===== config.mk =====
export PLATFORM = sky130hd
export DESIGN_NAME = itc_channel
export DESIGN_NICKNAME = d
export VERILOG_FILES = /design/src/verilog/itc_pkg.sv /design/src/verilog/itc_channel.sv
export SDC_FILE = /design/constraint.sdc
export NUM_CORES = 1
export LEC_CHECK = 0
export BUFFER_PORTS_ARGS = -buffer_cell sky130_fd_sc_hd__buf_2
export CORE_MARGIN = 1
export CORE_UTILIZATION = 50
export DETAILED_ROUTE_END_ITERATION = 7
export GPL_ROUTABILITY_DRIVEN = 0
export PLACE_DENSITY = 0.69
export SKIP_LAST_GASP = 1
export SLEW_MARGIN = 5
export SYNTH_ARGS = -nofsm -noshare
export SYNTH_HDL_FRONTEND = slang
export SYNTH_SLANG_ARGS = --single-unit

===== constraint.sdc =====
create_clock -name clk -period 3.6 [get_ports clk]
set_input_delay 0.18 -clock clk [delete_from_list [all_inputs] [get_ports clk]]
set_output_delay 0.18 -clock clk [all_outputs]
set_load 0.01 [all_outputs]

===== src/verilog/itc_pkg.sv =====
// How it works
// - input pin passes noise filter then edge detector before timer control.
// - filter off: input is only synchronised to the operation clock.
// - filter on: new level accepted after two equal operation clock samples.
// - input unused: filter gets no operation clock.
// - interrupt every data value plus one count clocks.
// - output toggles on each interrupt, 50% duty square wave.
// - counter counts down once per count clock.
// - start trigger loads counter from data register on next count clock.
// - start load interrupts and toggles only when start interrupt bit is 1.
// - at zero, next count clock interrupts, toggles and reloads.
// - data register writable anytime, used at next reload.
// - operation clock select 00,10 pick clocks 0,1; 01,11 clocks 2,3.
// - output enable 0 stops counter driven output changes.
// - unit enable clear stops clocks and ignores other writes.
// - clock select register sets the four prescaled clock rates.
// - pin high impedance until port output enabled; then drives output bit while port latch is 0, and 0 while it is 1.
// - configured channel stays stopped until started.
// - mode bit 11 is master, split or fixed zero by channel number.
// - stop trigger halts count, holds counter and output, self clears.
package itc_pkg;
  localparam logic [7:0] ADDR_UNIT = 8'h00;  // unit enable, bit 0
  localparam logic [7:0] ADDR_PSC = 8'h04;   // clock select, four nibbles
  localparam logic [7:0] ADDR_MODE = 8'h08;  // channel mode
  localparam logic [7:0] ADDR_DATA = 8'h0C;  // period value
  localparam logic [7:0] ADDR_CTRL = 8'h10;  // start/stop triggers, write
  localparam logic [7:0] ADDR_OUT = 8'h14;   // output value/enable/mode/level
  localparam logic [7:0] ADDR_PORT = 8'h18;  // port output mode and latch
  localparam logic [7:0] ADDR_CNT = 8'h1C;   // counter, read only
  localparam logic [7:0] ADDR_STAT = 8'h20;  // running flag, read only
  // mode register field positions
  localparam int MODE_CKS_HI = 15;
  localparam int MODE_CKS_LO = 14;
  localparam int MODE_CCS = 12;
  localparam int MODE_MSTR = 11;
  localparam int MODE_STS1 = 9;
  localparam int MODE_STS0 = 8;
  localparam int MODE_NFEN = 7;  // input filter enable
  localparam int MODE_SINT = 0;  // start interrupt bit
  // control register
  localparam int CTRL_START = 0;
  localparam int CTRL_STOP = 1;
  // output register
  localparam int OUT_VAL = 0;
  localparam int OUT_EN = 1;
  localparam int OUT_MODE = 2;
  localparam int OUT_LVL = 3;
  // port register
  localparam int PORT_OE = 0;
  localparam int PORT_LAT = 1;
  localparam int FILT_HOLD = 2;  // equal samples needed
  localparam logic [31:0] ZERO32 = 32'h0000_0000;
  localparam logic [15:0] ZERO16 = 16'h0000;
  localparam logic [3:0] PSC_RST = 4'h0;

  typedef struct packed {
    logic psel;
    logic penable;
    logic pwrite;
    logic [7:0] paddr;
    logic [31:0] pwdata;
  } itc_apb_req_t;
endpackage


===== src/verilog/itc_channel.sv =====
// The implementer's own choices: the APB register port and the register offsets.
`timescale 1ns/10ps
module itc_channel #(
  parameter int CHAN = 1,
  parameter int PSC_W = 4
) (
  input wire logic clk,
  input wire logic rst_n,
  input wire itc_pkg::itc_apb_req_t apbReq,
  output logic [31:0] prdata,
  output logic pready,
  output logic pslverr,
  input wire logic timerInputPin,
  output logic timerOutputPin,
  output logic timerOutputPinOe_n,
  output logic channelInterrupt,
  output logic inputEdge
);
  // each prescaler field needs four bits to reach every divide setting
  if (CHAN < 0 || CHAN > 7 || PSC_W < 4 || PSC_W > 8) begin : gBadParam
    $error("itc_channel: bad parameter");
  end

  // ---------------------------------------------------------------
  // register bus
  // ---------------------------------------------------------------
  logic unitEnable_ff;
  logic [4*PSC_W-1:0] clockSelectReg_ff;
  logic [15:0] channelModeReg_ff;
  logic [15:0] channelDataReg_ff;
  logic [15:0] channelCounter_ff;
  logic channelRunning_ff;
  logic startPend_ff;
  logic outValue_ff;
  logic outEnable_ff;
  logic outMode_ff;
  logic outLevel_ff;
  logic portOut_ff;
  logic portLatch_ff;
  logic [15:0] nxtMode;
  logic wrAcc;
  logic rdAcc;
  logic wrEn;
  logic [31:0] rdMux;
  logic badAddr;

  assign wrAcc = apbReq.psel && apbReq.penable && apbReq.pwrite;
  assign rdAcc = apbReq.psel && apbReq.penable && !apbReq.pwrite;
  // unit disabled: only the enable register itself is writable
  assign wrEn = wrAcc && unitEnable_ff;

  // address decode; unmapped reads zero with an error answer
  always_comb begin
    rdMux = itc_pkg::ZERO32;
    badAddr = 1'b0;
    if (apbReq.paddr == itc_pkg::ADDR_UNIT) begin
      rdMux[0] = unitEnable_ff;
    end else if (apbReq.paddr == itc_pkg::ADDR_PSC) begin
      rdMux[4*PSC_W-1:0] = clockSelectReg_ff;
    end else if (apbReq.paddr == itc_pkg::ADDR_MODE) begin
      rdMux[15:0] = channelModeReg_ff;
    end else if (apbReq.paddr == itc_pkg::ADDR_DATA) begin
      rdMux[15:0] = channelDataReg_ff;
    end else if (apbReq.paddr == itc_pkg::ADDR_CTRL) begin
      rdMux = itc_pkg::ZERO32;  // trigger bits always read 0
    end else if (apbReq.paddr == itc_pkg::ADDR_OUT) begin
      rdMux[3:0] = {outLevel_ff, outMode_ff, outEnable_ff, outValue_ff};
    end else if (apbReq.paddr == itc_pkg::ADDR_PORT) begin
      rdMux[1:0] = {portLatch_ff, portOut_ff};
    end else if (apbReq.paddr == itc_pkg::ADDR_CNT) begin
      rdMux[15:0] = channelCounter_ff;
    end else if (apbReq.paddr == itc_pkg::ADDR_STAT) begin
      rdMux[0] = channelRunning_ff;
    end else begin
      badAddr = 1'b1;
    end
  end

  // zero-wait slave: pready and read data registered in the setup cycle
  always_ff @(posedge clk or negedge rst_n) begin
    if (!rst_n) begin
      pready <= 1'b0;
      prdata <= itc_pkg::ZERO32;
      pslverr <= 1'b0;
    end else begin
      pready <= apbReq.psel && !apbReq.penable;
      prdata <= (apbReq.psel && !apbReq.penable && !apbReq.pwrite) ?
                rdMux : itc_pkg::ZERO32;
      pslverr <= apbReq.psel && !apbReq.penable && badAddr;
    end
  end

  // unit enable; clearing it returns every bus register to reset values, while the prescaler counter and input filter keep their state
  always_ff @(posedge clk or negedge rst_n) begin
    if (!rst_n) begin
      unitEnable_ff <= 1'b0;
    end else if (wrAcc && pready && apbReq.paddr == itc_pkg::ADDR_UNIT) begin
      unitEnable_ff <= apbReq.pwdata[0];
    end
  end

  // mode bit 11 held at zero on channels without master or split
  always_comb begin
    nxtMode = apbReq.pwdata[15:0];
    if (CHAN == 0 || CHAN == 5 || CHAN == 7) begin
      nxtMode[itc_pkg::MODE_MSTR] = 1'b0;
    end
    if (CHAN != 1 && CHAN != 3) begin
      nxtMode[itc_pkg::MODE_CKS_LO] = 1'b0;  // clocks 2,3 not here
    end
  end

  // configuration registers
  always_ff @(posedge clk or negedge rst_n) begin
    if (!rst_n) begin
      clockSelectReg_ff <= '0;
      channelModeReg_ff <= itc_pkg::ZERO16;
      channelDataReg_ff <= itc_pkg::ZERO16;
      outEnable_ff <= 1'b0;
      outMode_ff <= 1'b0;
      outLevel_ff <= 1'b0;
      portOut_ff <= 1'b0;
      portLatch_ff <= 1'b0;
    end else if (!unitEnable_ff) begin
      clockSelectReg_ff <= '0;
      channelModeReg_ff <= itc_pkg::ZERO16;
      channelDataReg_ff <= itc_pkg::ZERO16;
      outEnable_ff <= 1'b0;
      outMode_ff <= 1'b0;
      outLevel_ff <= 1'b0;
      portOut_ff <= 1'b0;
      portLatch_ff <= 1'b0;
    end else if (wrEn && pready) begin
      if (apbReq.paddr == itc_pkg::ADDR_PSC) begin
        clockSelectReg_ff <= apbReq.pwdata[4*PSC_W-1:0];
      end else if (apbReq.paddr == itc_pkg::ADDR_MODE) begin
        channelModeReg_ff <= nxtMode;
      end else if (apbReq.paddr == itc_pkg::ADDR_DATA) begin
        channelDataReg_ff <= apbReq.pwdata[15:0];  // any time
      end else if (apbReq.paddr == itc_pkg::ADDR_OUT) begin
        outEnable_ff <= apbReq.pwdata[itc_pkg::OUT_EN];
        outMode_ff <= apbReq.pwdata[itc_pkg::OUT_MODE];
        outLevel_ff <= apbReq.pwdata[itc_pkg::OUT_LVL];
      end else if (apbReq.paddr == itc_pkg::ADDR_PORT) begin
        portOut_ff <= apbReq.pwdata[itc_pkg::PORT_OE];
        portLatch_ff <= apbReq.pwdata[itc_pkg::PORT_LAT];
      end
    end
  end

  // ---------------------------------------------------------------
  // prescaler and operation clock enable
  // ---------------------------------------------------------------
  // four power-of-two prescalers off one free counter; a clock tick is
  // a one-cycle enable, so no derived clock nets are created
  logic [15:0] preCnt_ff;
  logic [3:0] preTick;
  logic opTick;
  logic [1:0] cksSel;

  always_ff @(posedge clk or negedge rst_n) begin
    if (!rst_n) begin
      preCnt_ff <= itc_pkg::ZERO16;
    end else if (unitEnable_ff) begin
      preCnt_ff <= preCnt_ff + 16'h0001;  // stopped while unit off
    end
  end

  // tick k when the low sel bits of the counter are all ones
  always_comb begin
    for (int k = 0; k < 4; k++) begin
      logic [3:0] sel;
      logic [15:0] mask;
      sel = clockSelectReg_ff[k*PSC_W +: 4];
      mask = (16'h0001 << sel) - 16'h0001;
      preTick[k] = unitEnable_ff && ((preCnt_ff & mask) == mask);
    end
  end

  // select field: 00->0, 10->1, 01->2, 11->3
  assign cksSel = channelModeReg_ff[itc_pkg::MODE_CKS_HI:
                                    itc_pkg::MODE_CKS_LO];
  always_comb begin
    if (cksSel == 2'b00) begin
      opTick = preTick[0];
    end else if (cksSel == 2'b10) begin
      opTick = preTick[1];
    end else if (cksSel == 2'b01) begin
      opTick = preTick[2];
    end else begin
      opTick = preTick[3];
    end
  end

  // ---------------------------------------------------------------
  // input conditioning
  // ---------------------------------------------------------------
  logic inUsed;
  logic filtTick;
  logic sync1_ff;
  logic sync2_ff;
  logic samp_ff;
  logic filtOut_ff;
  logic filtPrev_ff;

  assign inUsed = channelModeReg_ff[itc_pkg::MODE_CCS] ||
                  channelModeReg_ff[itc_pkg::MODE_STS1] ||
                  channelModeReg_ff[itc_pkg::MODE_STS0];
  assign filtTick = opTick && inUsed;  // unused input: clock gated

  // two-stage synchroniser on the raw pin
  always_ff @(posedge clk or negedge rst_n) begin
    if (!rst_n) begin
      sync1_ff <= 1'b0;
      sync2_ff <= 1'b0;
    end else begin
      sync1_ff <= timerInputPin;
      sync2_ff <= sync1_ff;
    end
  end

  // filter: on operation clock ticks; with filter off just resample
  always_ff @(posedge clk or negedge rst_n) begin
    if (!rst_n) begin
      samp_ff <= 1'b0;
      filtOut_ff <= 1'b0;
    end else if (filtTick) begin
      samp_ff <= sync2_ff;
      if (!channelModeReg_ff[itc_pkg::MODE_NFEN]) begin
        filtOut_ff <= sync2_ff;
      end else if (samp_ff == sync2_ff) begin
        filtOut_ff <= sync2_ff;  // held FILT_HOLD samples
      end
    end
  end

  // edge detector after the filter, result to the timer control
  always_ff @(posedge clk or negedge rst_n) begin
    if (!rst_n) begin
      filtPrev_ff <= 1'b0;
      inputEdge <= 1'b0;
    end else begin
      filtPrev_ff <= filtOut_ff;
      inputEdge <= filtOut_ff ^ filtPrev_ff;
    end
  end

  // ---------------------------------------------------------------
  // interval counter
  // ---------------------------------------------------------------
  logic startWr;
  logic stopWr;
  logic fire;

  assign startWr = wrEn && pready && apbReq.paddr == itc_pkg::ADDR_CTRL &&
                   apbReq.pwdata[itc_pkg::CTRL_START];
  assign stopWr = wrEn && pready && apbReq.paddr == itc_pkg::ADDR_CTRL &&
                  apbReq.pwdata[itc_pkg::CTRL_STOP];

  // run state; stop wins over a start in the same write
  always_ff @(posedge clk or negedge rst_n) begin
    if (!rst_n) begin
      channelRunning_ff <= 1'b0;  // stopped until started
      startPend_ff <= 1'b0;
    end else if (!unitEnable_ff || stopWr) begin
      channelRunning_ff <= 1'b0;
      startPend_ff <= 1'b0;
    end else if (startWr) begin
      channelRunning_ff <= 1'b1;
      startPend_ff <= 1'b1;
    end else if (opTick) begin
      startPend_ff <= 1'b0;
    end
  end

  // count down; load on first tick after start, reload after zero
  always_ff @(posedge clk or negedge rst_n) begin
    if (!rst_n) begin
      channelCounter_ff <= itc_pkg::ZERO16;
    end else if (!unitEnable_ff) begin
      channelCounter_ff <= itc_pkg::ZERO16;
    end else if (channelRunning_ff && opTick && !stopWr) begin
      if (startPend_ff) begin
        channelCounter_ff <= channelDataReg_ff;
      end else if (channelCounter_ff == itc_pkg::ZERO16) begin
        channelCounter_ff <= channelDataReg_ff;
      end else begin
        channelCounter_ff <= channelCounter_ff - 16'h0001;
      end
    end
  end

  assign fire = channelRunning_ff && opTick && !stopWr && unitEnable_ff &&
                (startPend_ff ? channelModeReg_ff[itc_pkg::MODE_SINT] :
                 channelCounter_ff == itc_pkg::ZERO16);

  // one-cycle interrupt pulse
  always_ff @(posedge clk or negedge rst_n) begin
    if (!rst_n) begin
      channelInterrupt <= 1'b0;
    end else begin
      channelInterrupt <= fire;
    end
  end

  // output bit: software writes only while enable is 0, toggle when 1
  always_ff @(posedge clk or negedge rst_n) begin
    if (!rst_n) begin
      outValue_ff <= 1'b0;
    end else if (!unitEnable_ff) begin
      outValue_ff <= 1'b0;
    end else if (outEnable_ff) begin
      if (fire) begin
        outValue_ff <= !outValue_ff;
      end
    end else if (wrEn && pready && apbReq.paddr == itc_pkg::ADDR_OUT) begin
      outValue_ff <= apbReq.pwdata[itc_pkg::OUT_VAL];
    end
  end

  // pin: hi-z until port output; latch 0 passes the output bit
  always_ff @(posedge clk or negedge rst_n) begin
    if (!rst_n) begin
      timerOutputPin <= 1'b0;
      timerOutputPinOe_n <= 1'b1;
    end else begin
      timerOutputPin <= outValue_ff & !portLatch_ff;
      timerOutputPinOe_n <= !portOut_ff;
    end
  end
endmodule


### Word-level counts from Yosys, hierarchy flattened

Index checks and enable logic that the tools add are counted.

| cells by class | value |
|---|---|
| add/sub/neg operators | 6 |
| equality and inequality tests | 29 |
| shift operators | 4 |
| multiplexer cells | 86 |
| bitwise gates (word level) | 6 |
| reductions and logical operators | 44 |

Operator list:

| operator | number |
|---|---|
| $mux 16 | 20 |
| $sub 16x1->16 const B | 5 |
| $and 16x16->16 | 4 |
| $eq 16x16->1 | 4 |
| $shl 1x4->16 const A | 4 |
| $mux 1 | 59 |
| $eq 8x5->1 const B | 4 |
| $mux 32 | 1 |
| $mux 15 | 2 |
| $logic_and 1x1->1 | 22 |
| $add 16x1->16 const B | 1 |
| $eq 8x4->1 const B | 2 |
| $logic_not 16->1 | 1 |
| $ne 2x1->1 const B | 8 |
| $mux 14 | 1 |
| $mux 12 | 1 |
| $eq 8x3->1 const B | 1 |
| $eq 8x6->1 const B | 1 |
| $logic_not 8->1 | 1 |
| $ne 2x2->1 const B | 4 |
| $logic_not 1->1 | 7 |
| $reduce_and 2->1 | 3 |
| $reduce_and 6->1 | 1 |
| $reduce_and 5->1 | 1 |
| 15 further kinds | 17 |

| storage, ports and cells | value |
|---|---|
| register bits after elaboration | 132 |
| input port bits | 46 |
| output and inout bits | 38 |
| logic and storage cells | 201 |

### Logic depth before layout (Yosys ltp)

Gate-level depths: netlist of the first run.

| logic depth | value |
|---|---|
| depth after elaboration | 15 |
| gate-level depth with buffers | 15 |
| depth with buffers taken out | 11 |

### Least setup slack after synthesis of the first run

OpenSTA, ideal clock, no wires.

| path | value |
|---|---|
| kind | flip-flop to flip-flop |
| start point | register clockSelectReg_ff[13] |
| end point | register channelCounter_ff[2] |
| library setup time | 0.126 ns |
| arrival time | 2.849 ns |
| data required time | 3.474 ns |
| slack | 0.625 ns |
| stages on the path, launching flop included | 14 |
| path buffers | 3 |
| period minus slack after synthesis | 2.975 ns |
| cells stage by stage | dfrtp_1 -> buf_4 -> nor3_1 -> nand2_1 -> ha_1 -> buf_2 -> nor3b_1 -> a31oi_1 -> nor3_1 -> or4_1 -> o22ai_2 -> o211ai_2 -> buf_6 -> a311o_1 |

| between the ends | value |
|---|---|
| word-level cells in the longest chain between the ends | 11 |

RTL lines:

| element | line | source |
|---|---|---|
| from (decl) | itc_channel.sv:28 | `logic [4*PSC_W-1:0] clockSelectReg_ff;` |
| from (signal assigned) | itc_channel.sv:135 | `clockSelectReg_ff <= apbReq.pwdata[4*PSC_W-1:0];` |
| $shl 1x4->16 (*) | itc_channel.sv:175 | `mask = (16'h0001 << sel) - 16'h0001;` |
| $sub 16x1->16 (*) | itc_channel.sv:175 |  |
| $and 16x16->16 | itc_channel.sv:176 | `preTick[k] = unitEnable_ff && ((preCnt_ff & mask) == mask);` |
| $eq 16x16->1 (*) | itc_channel.sv:176 |  |
| $logic_and 1x1->1 (*) | itc_channel.sv:176 |  |
| $mux 1 (*) | itc_channel.sv:188 | `end else if (cksSel == 2'b01) begin` |
| $mux 1 (*) | itc_channel.sv:186 | `end else if (cksSel == 2'b10) begin` |
| $mux 1 (*) | itc_channel.sv:184 | `if (cksSel == 2'b00) begin` |
| $logic_and 1x1->1 (*) (2 in a row) | itc_channel.sv:282 | `end else if (channelRunning_ff && opTick && !stopWr) begin` |
| $ne 2x1->1 (no line) (*) | n/a |  |
| to (signal assigned) | itc_channel.sv:281 | `channelCounter_ff <= itc_pkg::ZERO16;` |
| to (signal assigned) | itc_channel.sv:284 | `channelCounter_ff <= channelDataReg_ff;` |
| to (signal assigned) | itc_channel.sv:286 | `channelCounter_ff <= channelDataReg_ff;` |
| to (decl) | itc_channel.sv:31 | `logic [15:0] channelCounter_ff;` |

Mark *: on every way between the ends. The rest lies on a longest branch, timed or not.
A chain may end at the register's enable or synchronous reset.

### Worst setup path in the final report of the first run

| path | value |
|---|---|
| start point | register clockSelectReg_ff[12] |
| end point | register filtOut_ff |

| between the ends | value |
|---|---|
| word-level cells in the longest chain between the ends | 10 |

RTL lines:

| element | line | source |
|---|---|---|
| $shl 1x4->16 (*) | itc_channel.sv:175 |  |
| $sub 16x1->16 (*) | itc_channel.sv:175 |  |
| $and 16x16->16 | itc_channel.sv:176 |  |
| $eq 16x16->1 (*) | itc_channel.sv:176 |  |
| $logic_and 1x1->1 (*) | itc_channel.sv:176 |  |
| $mux 1 (*) | itc_channel.sv:188 |  |
| $mux 1 (*) | itc_channel.sv:186 |  |
| $mux 1 (*) | itc_channel.sv:184 |  |
| $logic_and 1x1->1 (*) | itc_channel.sv:209 | `assign filtTick = opTick && inUsed;` |
| $reduce_and 2->1 (no line) (*) | n/a |  |
| to (signal assigned) | itc_channel.sv:230 | `filtOut_ff <= sync2_ff;` |
| to (signal assigned) | itc_channel.sv:232 | `filtOut_ff <= sync2_ff;` |
| to (decl) | itc_channel.sv:203 | `logic filtOut_ff;` |

Marked as above.

==> results of run 1 <==
==> kinds of logic (layout without fill, tap and decap cells) <==
family,Yosys count,after routing,share of synthesized area (%)
xor gates and xnor gates,21,21,2.61
muxes,7,7,1.07
and+or+nand+nor,328,328,22.1
AOI/OAI and AO/OA,229,229,24.2
buffers and inverters,116,130,7.73
other,1,16,0.0533
DFF,115,115,40.9
adders and majority gates,8,8,1.39
==> what timing repair did <==
item	CTS	global route
endpoints found under the hold margin	63	0
hold buffers	3	0
resized for setup	0	0
==> per-layer routing <==
metal	share of wire (%)	track usage, %	wire [um]
met3	7.0	6.18	1360
met4	2.6	11.4	500
met5	0	0	0
met2	48	45.3	9320
met1	42	36.6	8100
==> flip-flops by register name, indices dropped and copies added (netlist names), 15 cells and up <==
| signal | cells |
|---|---|
| channelModeReg_ff | 16 |
| clockSelectReg_ff | 16 |
| prdata | 16 |
| channelCounter_ff | 16 |
| preCnt_ff | 15 |
| channelDataReg_ff | 16 |
==> stage by stage <==
step,hold slack [ns],power (mW),setup WS (ns),std cells
6_report,0.0323,3.18,0.292,1030
3_5_place_dp,0.301,1.42,0.346,995
2_1_floorplan,-0.116,1.37,0.625,840
5_1_grt,0.0301,3.26,0.0574,1030
4_1_cts,0.0225,3.19,0.335,1030
3_3_place_gp,0.289,1.42,0.381,995
==> cells in the final DEF, fill, tap and decap left out, types with 8 or more instances in the layout <==
cell type and instances:
a22o_1 14, xor2_1 8, nand2_1 152, and3_1 10
nor2b_1 13, a31oi_1 10, o21ai_0 35, buf_2 50
xnor2_1 13, dfrtp_1 113, clkbuf_16 17, a222oi_1 15
conb_1 16, nand3_1 19, o211ai_1 9, nor2_1 56
a21oi_1 26, nor3_1 16, buf_4 17, inv_1 27
nand4_1 8, nor4_1 8, a21boi_0 49
==> worst paths after layout <==
kind,start,end,depth (start not counted)
max in group asynchronous,rst_n,timerOutputPinOe_n$_DFF_PN1_,3
min in group asynchronous,rst_n,outLevel_ff$_DFFE_PN0P_,2
min reg2reg,sync1_ff$_DFF_PN0_,sync2_ff$_DFF_PN0_,0
min,apbReq[13],clockSelectReg_ff[13]$_DFFE_PN0P_,3
max,clockSelectReg_ff[12]$_DFFE_PN0P_,filtOut_ff$_DFFE_PN0P_,11
max reg2reg,clockSelectReg_ff[12]$_DFFE_PN0P_,filtOut_ff$_DFFE_PN0P_,11
==> worst reg2reg max path, stage by stage, from the launching register on <==
cell and delay, ns:
dfrtp_1 0.60, nor2_1 0.09, nand2_1 0.08, ha_1 0.39, nor2_1 0.17, a22oi_1 0.20, o32ai_1 0.09, or4_1 0.55
o22ai_2 0.28, o21ai_2 0.18, o21a_1 0.23, a311o_1 0.32
==> power by group through the flow <==
stage | Clock [mW] | Combinational (mW) | Sequential (mW)
CTS | 1.79 | 0.0963 | 1.30
global placement | 0 | 0.0915 | 1.33
floorplan | 0 | 0.0440 | 1.32
finish | 1.78 | 0.0961 | 1.31
detailed placement | 0 | 0.0930 | 1.33
global route | 1.85 | 0.108 | 1.30
==> cell type report <==
| type | count | area [um^2] |
|---|---|---|
| fill | 1184 | 5580 |
| multi-input combinational | 609 | 3670 |
| sequential | 115 | 2880 |
| clock buffer | 21 | 470 |
| timing repair buffer | 71 | 428 |
| tap | 176 | 220 |
| clock inverter | 11 | 150 |
| inverter | 27 | 101 |
==> results.py, run 1 <==
metrics = {
    "run_status": {
        "status": "completed",
    },
    "logic_synthesis": {
        "syn_avg_cell_area_um2": 8.53,
        "synthesis.area_um2": 7040,
        "netlist_instances": 825,
        "synth.most_common_cell": "nand2_1",
        "ys.flop_type": "dfrtp_1",
        "async_reset_ff_share_pct": 100,
        "synth_area_leader_cell": "dfrtp_1",
        "synth_top_cell_area_share_pct": 40.5,
        "ys_top_cells_by_area": "dfrtp_1 41%, nand2_1 8.1%, a21boi_0 5.2%",
        "ys_ff_latch": 115,
        "synth.distinct_cells": 80,
        "ys_top_cells_by_count": "152 x nand2_1, 114 x dfrtp_1, 56 x nor2_1",
        "ys_seq_area_share_pct": 40.9,
        "synth_edf_count": 0,
        "yosysWarnings": 0,
    },
    "route": {
        "drt-vias-per-instance": 6.20,
        "ant_nets": 0,
        "via_count": 6391,
        "drt_first_pass_iters": 6,
        "drtIter0Drc": 559,
        "wire_per_inst_um": 18.7,
        "drc": 0,
        "wirelength_um": 19300,
    },
    "power": {
        "ir_worst_vdd_uv": 489,
        "p_leak_nw": 3.26,
        "p_clk_share_pct": 55.9,
        "p_per_area_nw_per_um2": 401,
        "power_switching_uw": 710,
        "p_sw_share_pct": 22.3,
        "comb_power_share_pct": 3.0,
        "seq_power_share_pct": 41.1,
        "intPower_mw": 2.47,
    },
    "sta": {
        "finalMaxSlewViolations": 0,
        "fin_crit_sh_pct": 91.9,
        "max_freq_mhz": 302,
        "slew_headroom_pct": 37.2,
        "hold_viol_final": 0,
        "period_needed_ns": 3.31,
        "tns_ns": 0,
        "skew_ns": 0.0169,
        "worstMarginPinSlew_ns": 0.930,
        "setup_viol": 0,
        "rsz0062_at_grt": "false",
    },
    "clock_tree": {
        "cts-root-buf": "clkbuf_16",
        "cts_tree": "yes",
        "cts.htree.levels": 4,
        "cts_sinks": 115,
        "cts_max_path_buffers": 2,
        "insertion_delay_ns": 0.43,
        "cts.reportedPaths.clkPinSlew_ns": 0.06,
        "post-cts-setup-buffers": 0,
        "cts_buffers": 17,
    },
    "worst_setup_path": {
        "path_max_fanout": 13,
        "cp_data_required_time_ns": 3.89,
        "cp-start-kind": "flop",
        "cp-end-kind": "flop",
        "r2r_slack_ns": 0.29,
        "crit_top_cell": "nor2_1",
        "path_class": "flop to flop",
        "crit_family": "compound AO/OA/AOI/OAI gates",
        "crit_path_top_delay_cell": "dfrtp_1",
        "worstPathCellList": "nor2_1 > nand2_1 > ha_1 > nor2_1 > a22oi_1 > o32ai_1 > or4_1 > o22ai_2 > o21ai_2 > o21a_1 > a311o_1",
        "worstPathArrival_ns": 3.60,
        "cpPeakStageDelay_ns": 0.60,
        "critPathBufInv": 0,
    },
    "placement": {
        "io_buffers": 51,
        "placed_area_um2": 7270,
        "dpl.hpwl_um": 13300,
    },
    "final_layout": {
        "drive_above_1_share_pct": 14.4,
        "fin_area_um2": 7920,
        "fin_util_pct": 58.7,
        "diodes": 0,
        "area_growth_pct": 12.5,
        "fin_nets": 894,
    },
    "global_route": {
        "grt_pass1_wl_um": 31500,
        "grt_max_degree": 64,
        "grt_antenna_before_repair": 0,
        "grt_pass1_vias": 6083,
        "grt_overflow": 0,
        "track_usage_pct": 28.1,
    },
    "floorplan": {
        "initial_core_util_pct": 52.1,
        "rows": 42,
        "die_h_um": 121,
        "dieArea_um2": 14600,
        "ioPinCount": 84,
        "core_um2": 13500,
        "dieWidth_um": 121,
    },
    "worst_hold_path": {
        "hold_class": "input port to flop",
    },
    "flow_run": {
        "drv_cap": 0,
    },
}
Note: power is estimated with default switching activity, not from simulation.
==> run 2, diff against run 1 <==
--- a/config.mk
+++ b/config.mk
@@ -5,6 +5,7 @@
 export SDC_FILE = /design/constraint.sdc
 export NUM_CORES = 1
 export LEC_CHECK = 0
+export ABC_AREA = 1
 export BUFFER_PORTS_ARGS = -buffer_cell sky130_fd_sc_hd__buf_2
 export CORE_MARGIN = 1
 export CORE_UTILIZATION = 50
==> run 2 against run 1 <==
Synthesized area decreased by 1.4%. Global-route usage is 0.33 points lower. Largest cell class unchanged. Non-clock buffer count is 10 lower. Clock-buffer cell count is 3 lower. Worst hold slack worse by 0.0056 ns. Largest power group unchanged. Setup slack better by 0.35 ns. Core utilization shrank 0.36 points. Clock power is 11% lower. Register-to-register slack better by 0.35 ns. Cell count is 14% higher. Routed wire length shrank 2.1%. Via count grew 0.77%.
==> results.py, run 2 <==
metrics = {
    "sta": {
        "rsz0062_at_grt": "false",
        "max_freq_mhz": 338,
        "timing.hold.ws_ns": 0.0266,
        "hold_viol_final": 0,
        "fin_ws_ns": 0.640,
        "finalMaxSlewViolations": 0,
        "skew_ns": 0.0170,
        "setup_viol": 0,
        "fin_crit_sh_pct": 82.2,
        "tns_ns": 0,
        "worstMarginPinSlew_ns": 1.23,
        "slew_headroom_pct": 17.8,
        "period_needed_ns": 2.96,
    },
    "logic_synthesis": {
        "synth_area_leader_cell": "dfrtp_1",
        "ys_seq_area_share_pct": 41.5,
        "async_reset_ff_share_pct": 100,
        "ys.flop_type": "dfrtp_1",
        "synth.most_common_cell": "nand2_1",
        "ys_top_cells_by_area": "dfrtp_1 41%, nand2_1 13%, o21ai_0 6.8%",
        "ys_ff_latch": 115,
        "yosysWarnings": 0,
        "synth.distinct_cells": 44,
        "synthesis.area_um2": 6940,
        "synth_edf_count": 0,
        "syn_avg_cell_area_um2": 7.34,
        "netlist_instances": 946,
        "ys_top_cells_by_count": "237 x nand2_1, 114 x dfrtp_1, 94 x o21ai_0",
        "synth_top_cell_area_share_pct": 41.1,
    },
    "placement": {
        "io_buffers": 51,
        "placed_area_um2": 7230,
        "dpl.hpwl_um": 13300,
        "post-place-ws_ns": 0.688,
        "placed_cells": 1143,
    },
    "flow_run": {
        "drv_cap": 0,
    },
    "worst_setup_path": {
        "crit_end": "filtOut_ff$_DFFE_PN0P_",
        "path_class": "flop to flop",
        "worstPathArrival_ns": 3.26,
        "path_max_fanout": 8,
        "cp-end-kind": "flop",
        "startpoint": "clockSelectReg_ff[15]$_DFFE_PN0P_",
        "worstRegToRegCells": 18,
        "cp_data_required_time_ns": 3.90,
        "cp-start-kind": "flop",
        "r2r-end": "filtOut_ff$_DFFE_PN0P_",
        "r2r_start": "clockSelectReg_ff[15]$_DFFE_PN0P_",
        "r2r_slack_ns": 0.64,
    },
    "final_layout": {
        "final_cells": 1176,
        "fin_area_um2": 7810,
        "fin_util_pct": 58.3,
        "drive_above_1_share_pct": 13.6,
        "fin_nets": 1042,
        "diodes": 0,
        "final_common_cell": "nand2_1",
        "final_cell_mix": "237 x nand2_1, 114 x dfrtp_1, 94 x o21ai_0",
        "area_growth_pct": 12.5,
    },
    "floorplan": {
        "ioPinCount": 84,
        "initial_core_util_pct": 51.8,
        "dieWidth_um": 120,
        "rows": 42,
        "die_h_um": 120,
        "dieArea_um2": 14400,
        "core_um2": 13400,
    },
    "run_status": {
        "status": "completed",
    },
    "route": {
        "via_count": 6440,
        "drt-vias-per-instance": 5.48,
        "wirelength_um": 18900,
        "wire_per_inst_um": 16.0,
        "drtIter0Drc": 556,
        "drt_first_pass_iters": 5,
        "ant_nets": 0,
        "drc": 0,
    },
    "clock_tree": {
        "cts.reportedPaths.clkPinSlew_ns": 0.06,
        "cts_tree": "yes",
        "cts_max_path_buffers": 2,
        "cts-root-buf": "clkbuf_16",
        "post-cts-setup-buffers": 0,
        "insertion_delay_ns": 0.43,
        "cts.htree.levels": 4,
        "cts_sinks": 115,
        "post_cts_resized": 0,
        "cts_buffers": 17,
        "ctsHoldBuffers": 3,
    },
    "global_route": {
        "track_usage_pct": 27.8,
        "grt_pass1_vias": 5878,
        "grt_antenna_before_repair": 0,
        "grt_pass1_wl_um": 30700,
        "grt_overflow": 0,
        "grt_max_degree": 62,
    },
    "power": {
        "p_leak_nw": 3.85,
        "total_power_mw": 3.83,
        "p_per_area_nw_per_um2": 490,
        "ir_worst_vdd_uv": 364,
    },
    "worst_hold_path": {
        "hold_class": "input port to flop",
    },
}
-- run 2: critical path, stage by stage, from the launching register on --
cell and delay (ns):
dfrtp_1 0.51, inv_4 0.16, nand2_1 0.13, nor2_1 0.16, inv_1 0.06, ha_1 0.27
nor2_1 0.03, nor2_1 0.08, nand2_1 0.06, nor2_1 0.12, nand3_1 0.09, nor2_1 0.09
nand4_1 0.14, nand2_2 0.14, inv_1 0.05, nor2_1 0.36, nand2_1 0.14, o21ai_0 0.16
o21ai_0 0.09
-- run 2: final cells by class --
cell class                 instances  area (um^2)
fill                            1246         5590
multi-input combinational        698         3440
sequential                       115         2880
clock buffer                      18          439
inverter                          96          365
timing repair buffer              61          353
tap                              176          220
clock inverter                    12          111
-- run 2: power by group --
group          leakage, nW  total [mW]  switching (mW)  internal (mW)
registers             1.56        1.53           0.130           1.40
clock network        0.264        1.58           0.622          0.958
logic                 2.03       0.714           0.473          0.241
-- run 2: worst min-delay path by stage --
| stage | from | endpoint | cells past startpoint |
|---|---|---|---|
| final | apbReq[42] | pready$_DFF_PN0_ | 3 |
| after global routing | apbReq[42] | pready$_DFF_PN0_ | 3 |
| after CTS | apbReq[42] | pready$_DFF_PN0_ | 3 |
| after detailed placement | rst_n | preCnt_ff[13]$_DFFE_PN0P_ | 1 |
| after global placement | rst_n | preCnt_ff[13]$_DFFE_PN0P_ | 1 |
| after floorplan | rst_n | channelCounter_ff[0]$_DFFE_PN0P_ | 0 |
-- run 2: kinds of logic (layout without fill, tap and decap cells) --
group / count (synthesis) / count (layout) / synth area share (%)
buffers and inverters: 148 / 187 / 9.91
other: 1 / 16 / 0.0540
AO/OA/AOI/OAI: 200 / 200 / 15.8
XOR/XNOR: 26 / 26 / 3.28
AND/OR/NAND/NOR: 449 / 449 / 28.2
flip-flops: 115 / 115 / 41.5
adder cells (fa/ha/maj): 7 / 7 / 1.26
-- run 2: layer usage --
| layer | vias to the layer above | global-route usage [%] | routed length (um) |
|---|---|---|---|
| met5 | - | 0 | 0 |
| met4 | 0 | 8.75 | 379 |
| met3 | 34 | 4.37 | 1070 |
| met2 | 216 | 44.2 | 8850 |
| met1 | 3019 | 38.9 | 8570 |
| li1 | 3171 | - | - |
==> run 3, diff against run 2 <==
--- a/config.mk
+++ b/config.mk
@@ -11,7 +11,7 @@
 export CORE_UTILIZATION = 50
 export DETAILED_ROUTE_END_ITERATION = 7
 export GPL_ROUTABILITY_DRIVEN = 0
-export PLACE_DENSITY = 0.69
+export PLACE_DENSITY = 0.72
 export SKIP_LAST_GASP = 1
 export SLEW_MARGIN = 5
 export SYNTH_ARGS = -nofsm -noshare
==> constraint.sdc (replaced) <==
create_clock -name clk -period 2.7 [get_ports clk]
set_input_delay 0.135 -clock clk [delete_from_list [all_inputs] [get_ports clk]]
set_output_delay 0.135 -clock clk [all_outputs]
set_load 0.01 [all_outputs]
==> run 3 against run 2 <==
Cell count increased by 3.7%. Global-route usage up 0.78 points. Die area stayed put. Worst hold slack lost 0.0089 ns. First-iteration DRC count increased by 17%. Routed wire length rose by 2.9%. Via count up 4.1%. Clock skew is 0.0085 ns lower. Register-to-register slack got worse by 0.51 ns. Non-clock buffer count rose by 42. Critical endpoint unchanged. Largest cell class unchanged. Largest power group unchanged.
==> results.py, run 3 (synthesized netlist as in run 2, its figures left out) <==
metrics = {
    "run_status": {
        "status": "completed",
    },
    "clock_tree": {
        "cts.htree.levels": 4,
        "cts_buffers": 17,
        "cts.reportedPaths.clkPinSlew_ns": 0.06,
        "cts_tree": "yes",
        "cts_max_path_buffers": 2,
        "cts-root-buf": "clkbuf_16",
        "cts_sinks": 115,
        "insertion_delay_ns": 0.43,
    },
    "sta": {
        "setup_viol": 0,
        "max_freq_mhz": 389,
        "fin_ws_ns": 0.129,
        "skew_ns": 0.00848,
        "period_needed_ns": 2.57,
        "rsz0062_at_grt": "true",
        "finalMaxSlewViolations": 0,
        "worstMarginPinSlew_ns": 1.18,
        "slew_headroom_pct": 21.2,
        "tns_ns": 0,
        "fin_crit_sh_pct": 95.2,
        "hold_viol_final": 0,
    },
    "route": {
        "via_count": 6707,
        "wl_met2_um": 9140,
        "met1_length_um": 8270,
        "wire_per_inst_um": 15.9,
        "ant_nets": 0,
        "drtIter0Drc": 650,
        "drt_first_pass_iters": 6,
        "drt-vias-per-instance": 5.50,
        "drc": 0,
        "wl_met3_um": 1460,
        "top_layer_used": "met4",
        "wirelength_um": 19400,
    },
    "placement": {
        "placed_cells": 1178,
        "dpl.hpwl_um": 13900,
        "post-place-ws_ns": 0.171,
        "io_buffers": 51,
    },
    "floorplan": {
        "initial_core_util_pct": 51.8,
        "die_h_um": 120,
        "dieWidth_um": 120,
        "rows": 42,
        "ioPinCount": 84,
        "dieArea_um2": 14400,
        "core_um2": 13400,
    },
    "final_layout": {
        "diodes": 0,
        "drive_above_1_share_pct": 17.9,
        "final_common_cell": "nand2_1",
        "fin_nets": 1084,
        "final_cell_mix": "236 x nand2_1, 112 x dfrtp_1, 94 x o21ai_0",
        "area_growth_pct": 18.8,
        "final_cells": 1220,
    },
    "worst_setup_path": {
        "crit_path_top_delay_cell": "dfrtp_2",
        "cp-start-kind": "flop",
        "r2r_start": "clockSelectReg_ff[14]$_DFFE_PN0P_",
        "cp-end-kind": "flop",
        "cp_data_required_time_ns": 3.00,
        "crit_top_cell": "nor2_1",
        "cpPeakStageDelay_ns": 0.43,
        "path_class": "flop to flop",
        "worstPathCellList": "inv_1 > nand2_1 > nor2_2 > inv_1 > ha_1 > nor2_1 > nor2_1 > nand2_1 > nor2_1 > nand3_1 > nor2_1 > nand4_1 > nand2_2 > inv_1 > nor2_2 > buf_4 > nand2_1 > o21ai_0 > o21ai_0",
        "r2r_slack_ns": 0.13,
        "worstRegToRegCells": 19,
        "path_max_fanout": 4,
        "startpoint": "clockSelectReg_ff[14]$_DFFE_PN0P_",
        "worstPathArrival_ns": 2.87,
        "r2r-end": "filtOut_ff$_DFFE_PN0P_",
        "crit_end": "filtOut_ff$_DFFE_PN0P_",
    },
    "global_route": {
        "grt_antenna_before_repair": 0,
        "grt_pass1_wl_um": 31400,
        "grt_overflow": 0,
        "track_usage_pct": 28.6,
        "grt_pass1_vias": 6115,
        "grt_max_degree": 55,
    },
    "flow_run": {
        "drv_cap": 0,
    },
    "power": {
        "p_leak_nw": 4.11,
        "p_per_area_nw_per_um2": 665,
        "ir_worst_vdd_uv": 569,
    },
    "worst_hold_path": {
        "hold_class": "input port to flop",
    },
}
[run 3: layout make-up]
| cell class | instances | area (um^2) |
|---|---|---|
| Inverter | 96 | 365 |
| Clock inverter | 13 | 171 |
| Clock buffer | 19 | 453 |
| Timing Repair Buffer | 103 | 696 |
| Tap cell | 176 | 220 |
| Fill cell | 1193 | 5160 |
| Sequential cell | 115 | 2880 |
| Multi-Input combinational cell | 698 | 3460 |
[run 3: metal layers]
layer	up-vias	GRT usage (%)
met5	-	0
met2	273	45.4
met3	47	6.56
met1	3137	37.3
li1	3250	-
met4	0	12.3
[run 3: what timing repair did]
action / in CTS / in global routing
endpoints found under the setup margin: 0 / 17
hold endpoints to repair: 53 / 0
hold buffers: 4 / 0
gates resized for setup: 0 / 8
setup buffers: 0 / 6
[run 3: worst min-delay path by stage]
stage,startpoint,endpoint,slack (ns),cells past startpoint
after global placement,timerInputPin,sync1_ff$_DFF_PN0_,0.24,1
after detailed placement,rst_n,clockSelectReg_ff[15]$_DFFE_PN0P_,0.25,1
after CTS,apbReq[0],unitEnable_ff$_DFFE_PN0P_,0.007,3
after floorplan,rst_n,channelCounter_ff[0]$_DFFE_PN0P_,-0.16,0
after global routing,apbReq[0],unitEnable_ff$_DFFE_PN0P_,0.05,3
final,apbReq[0],unitEnable_ff$_DFFE_PN0P_,0.02,3
[run 3: power by group]
| group | switching [mW] | internal (mW) |
|---|---|---|
| clock network | 0.870 | 1.51 |
| logic | 0.675 | 0.400 |
| registers | 0.149 | 1.87 |
| total | 1.69 | 3.79 |
[run 3: stage by stage]
stage / instance area (um^2) / utilization [%] / hold WS, ns / power [mW]
global route: 8240 / 61.5 / 0.0458 / 5.72
global placement: 7520 / 56.1 / 0.245 / 3.06
detailed placement: 7520 / 56.1 / 0.249 / 3.08
floorplan: 7000 / - / -0.161 / 2.71
CTS: 8180 / 61.1 / 0.00684 / 5.46
finish: 8240 / 61.5 / 0.0178 / 5.48
[run 3: worst max-delay path, delay by kind of cell, from the launching register on]
kind            cells  cell delay [ns]
simple gates       12             1.14
buf+inv             4             0.35
flops               1             0.43
compound gates      2             0.24
fa+ha+maj           1             0.28
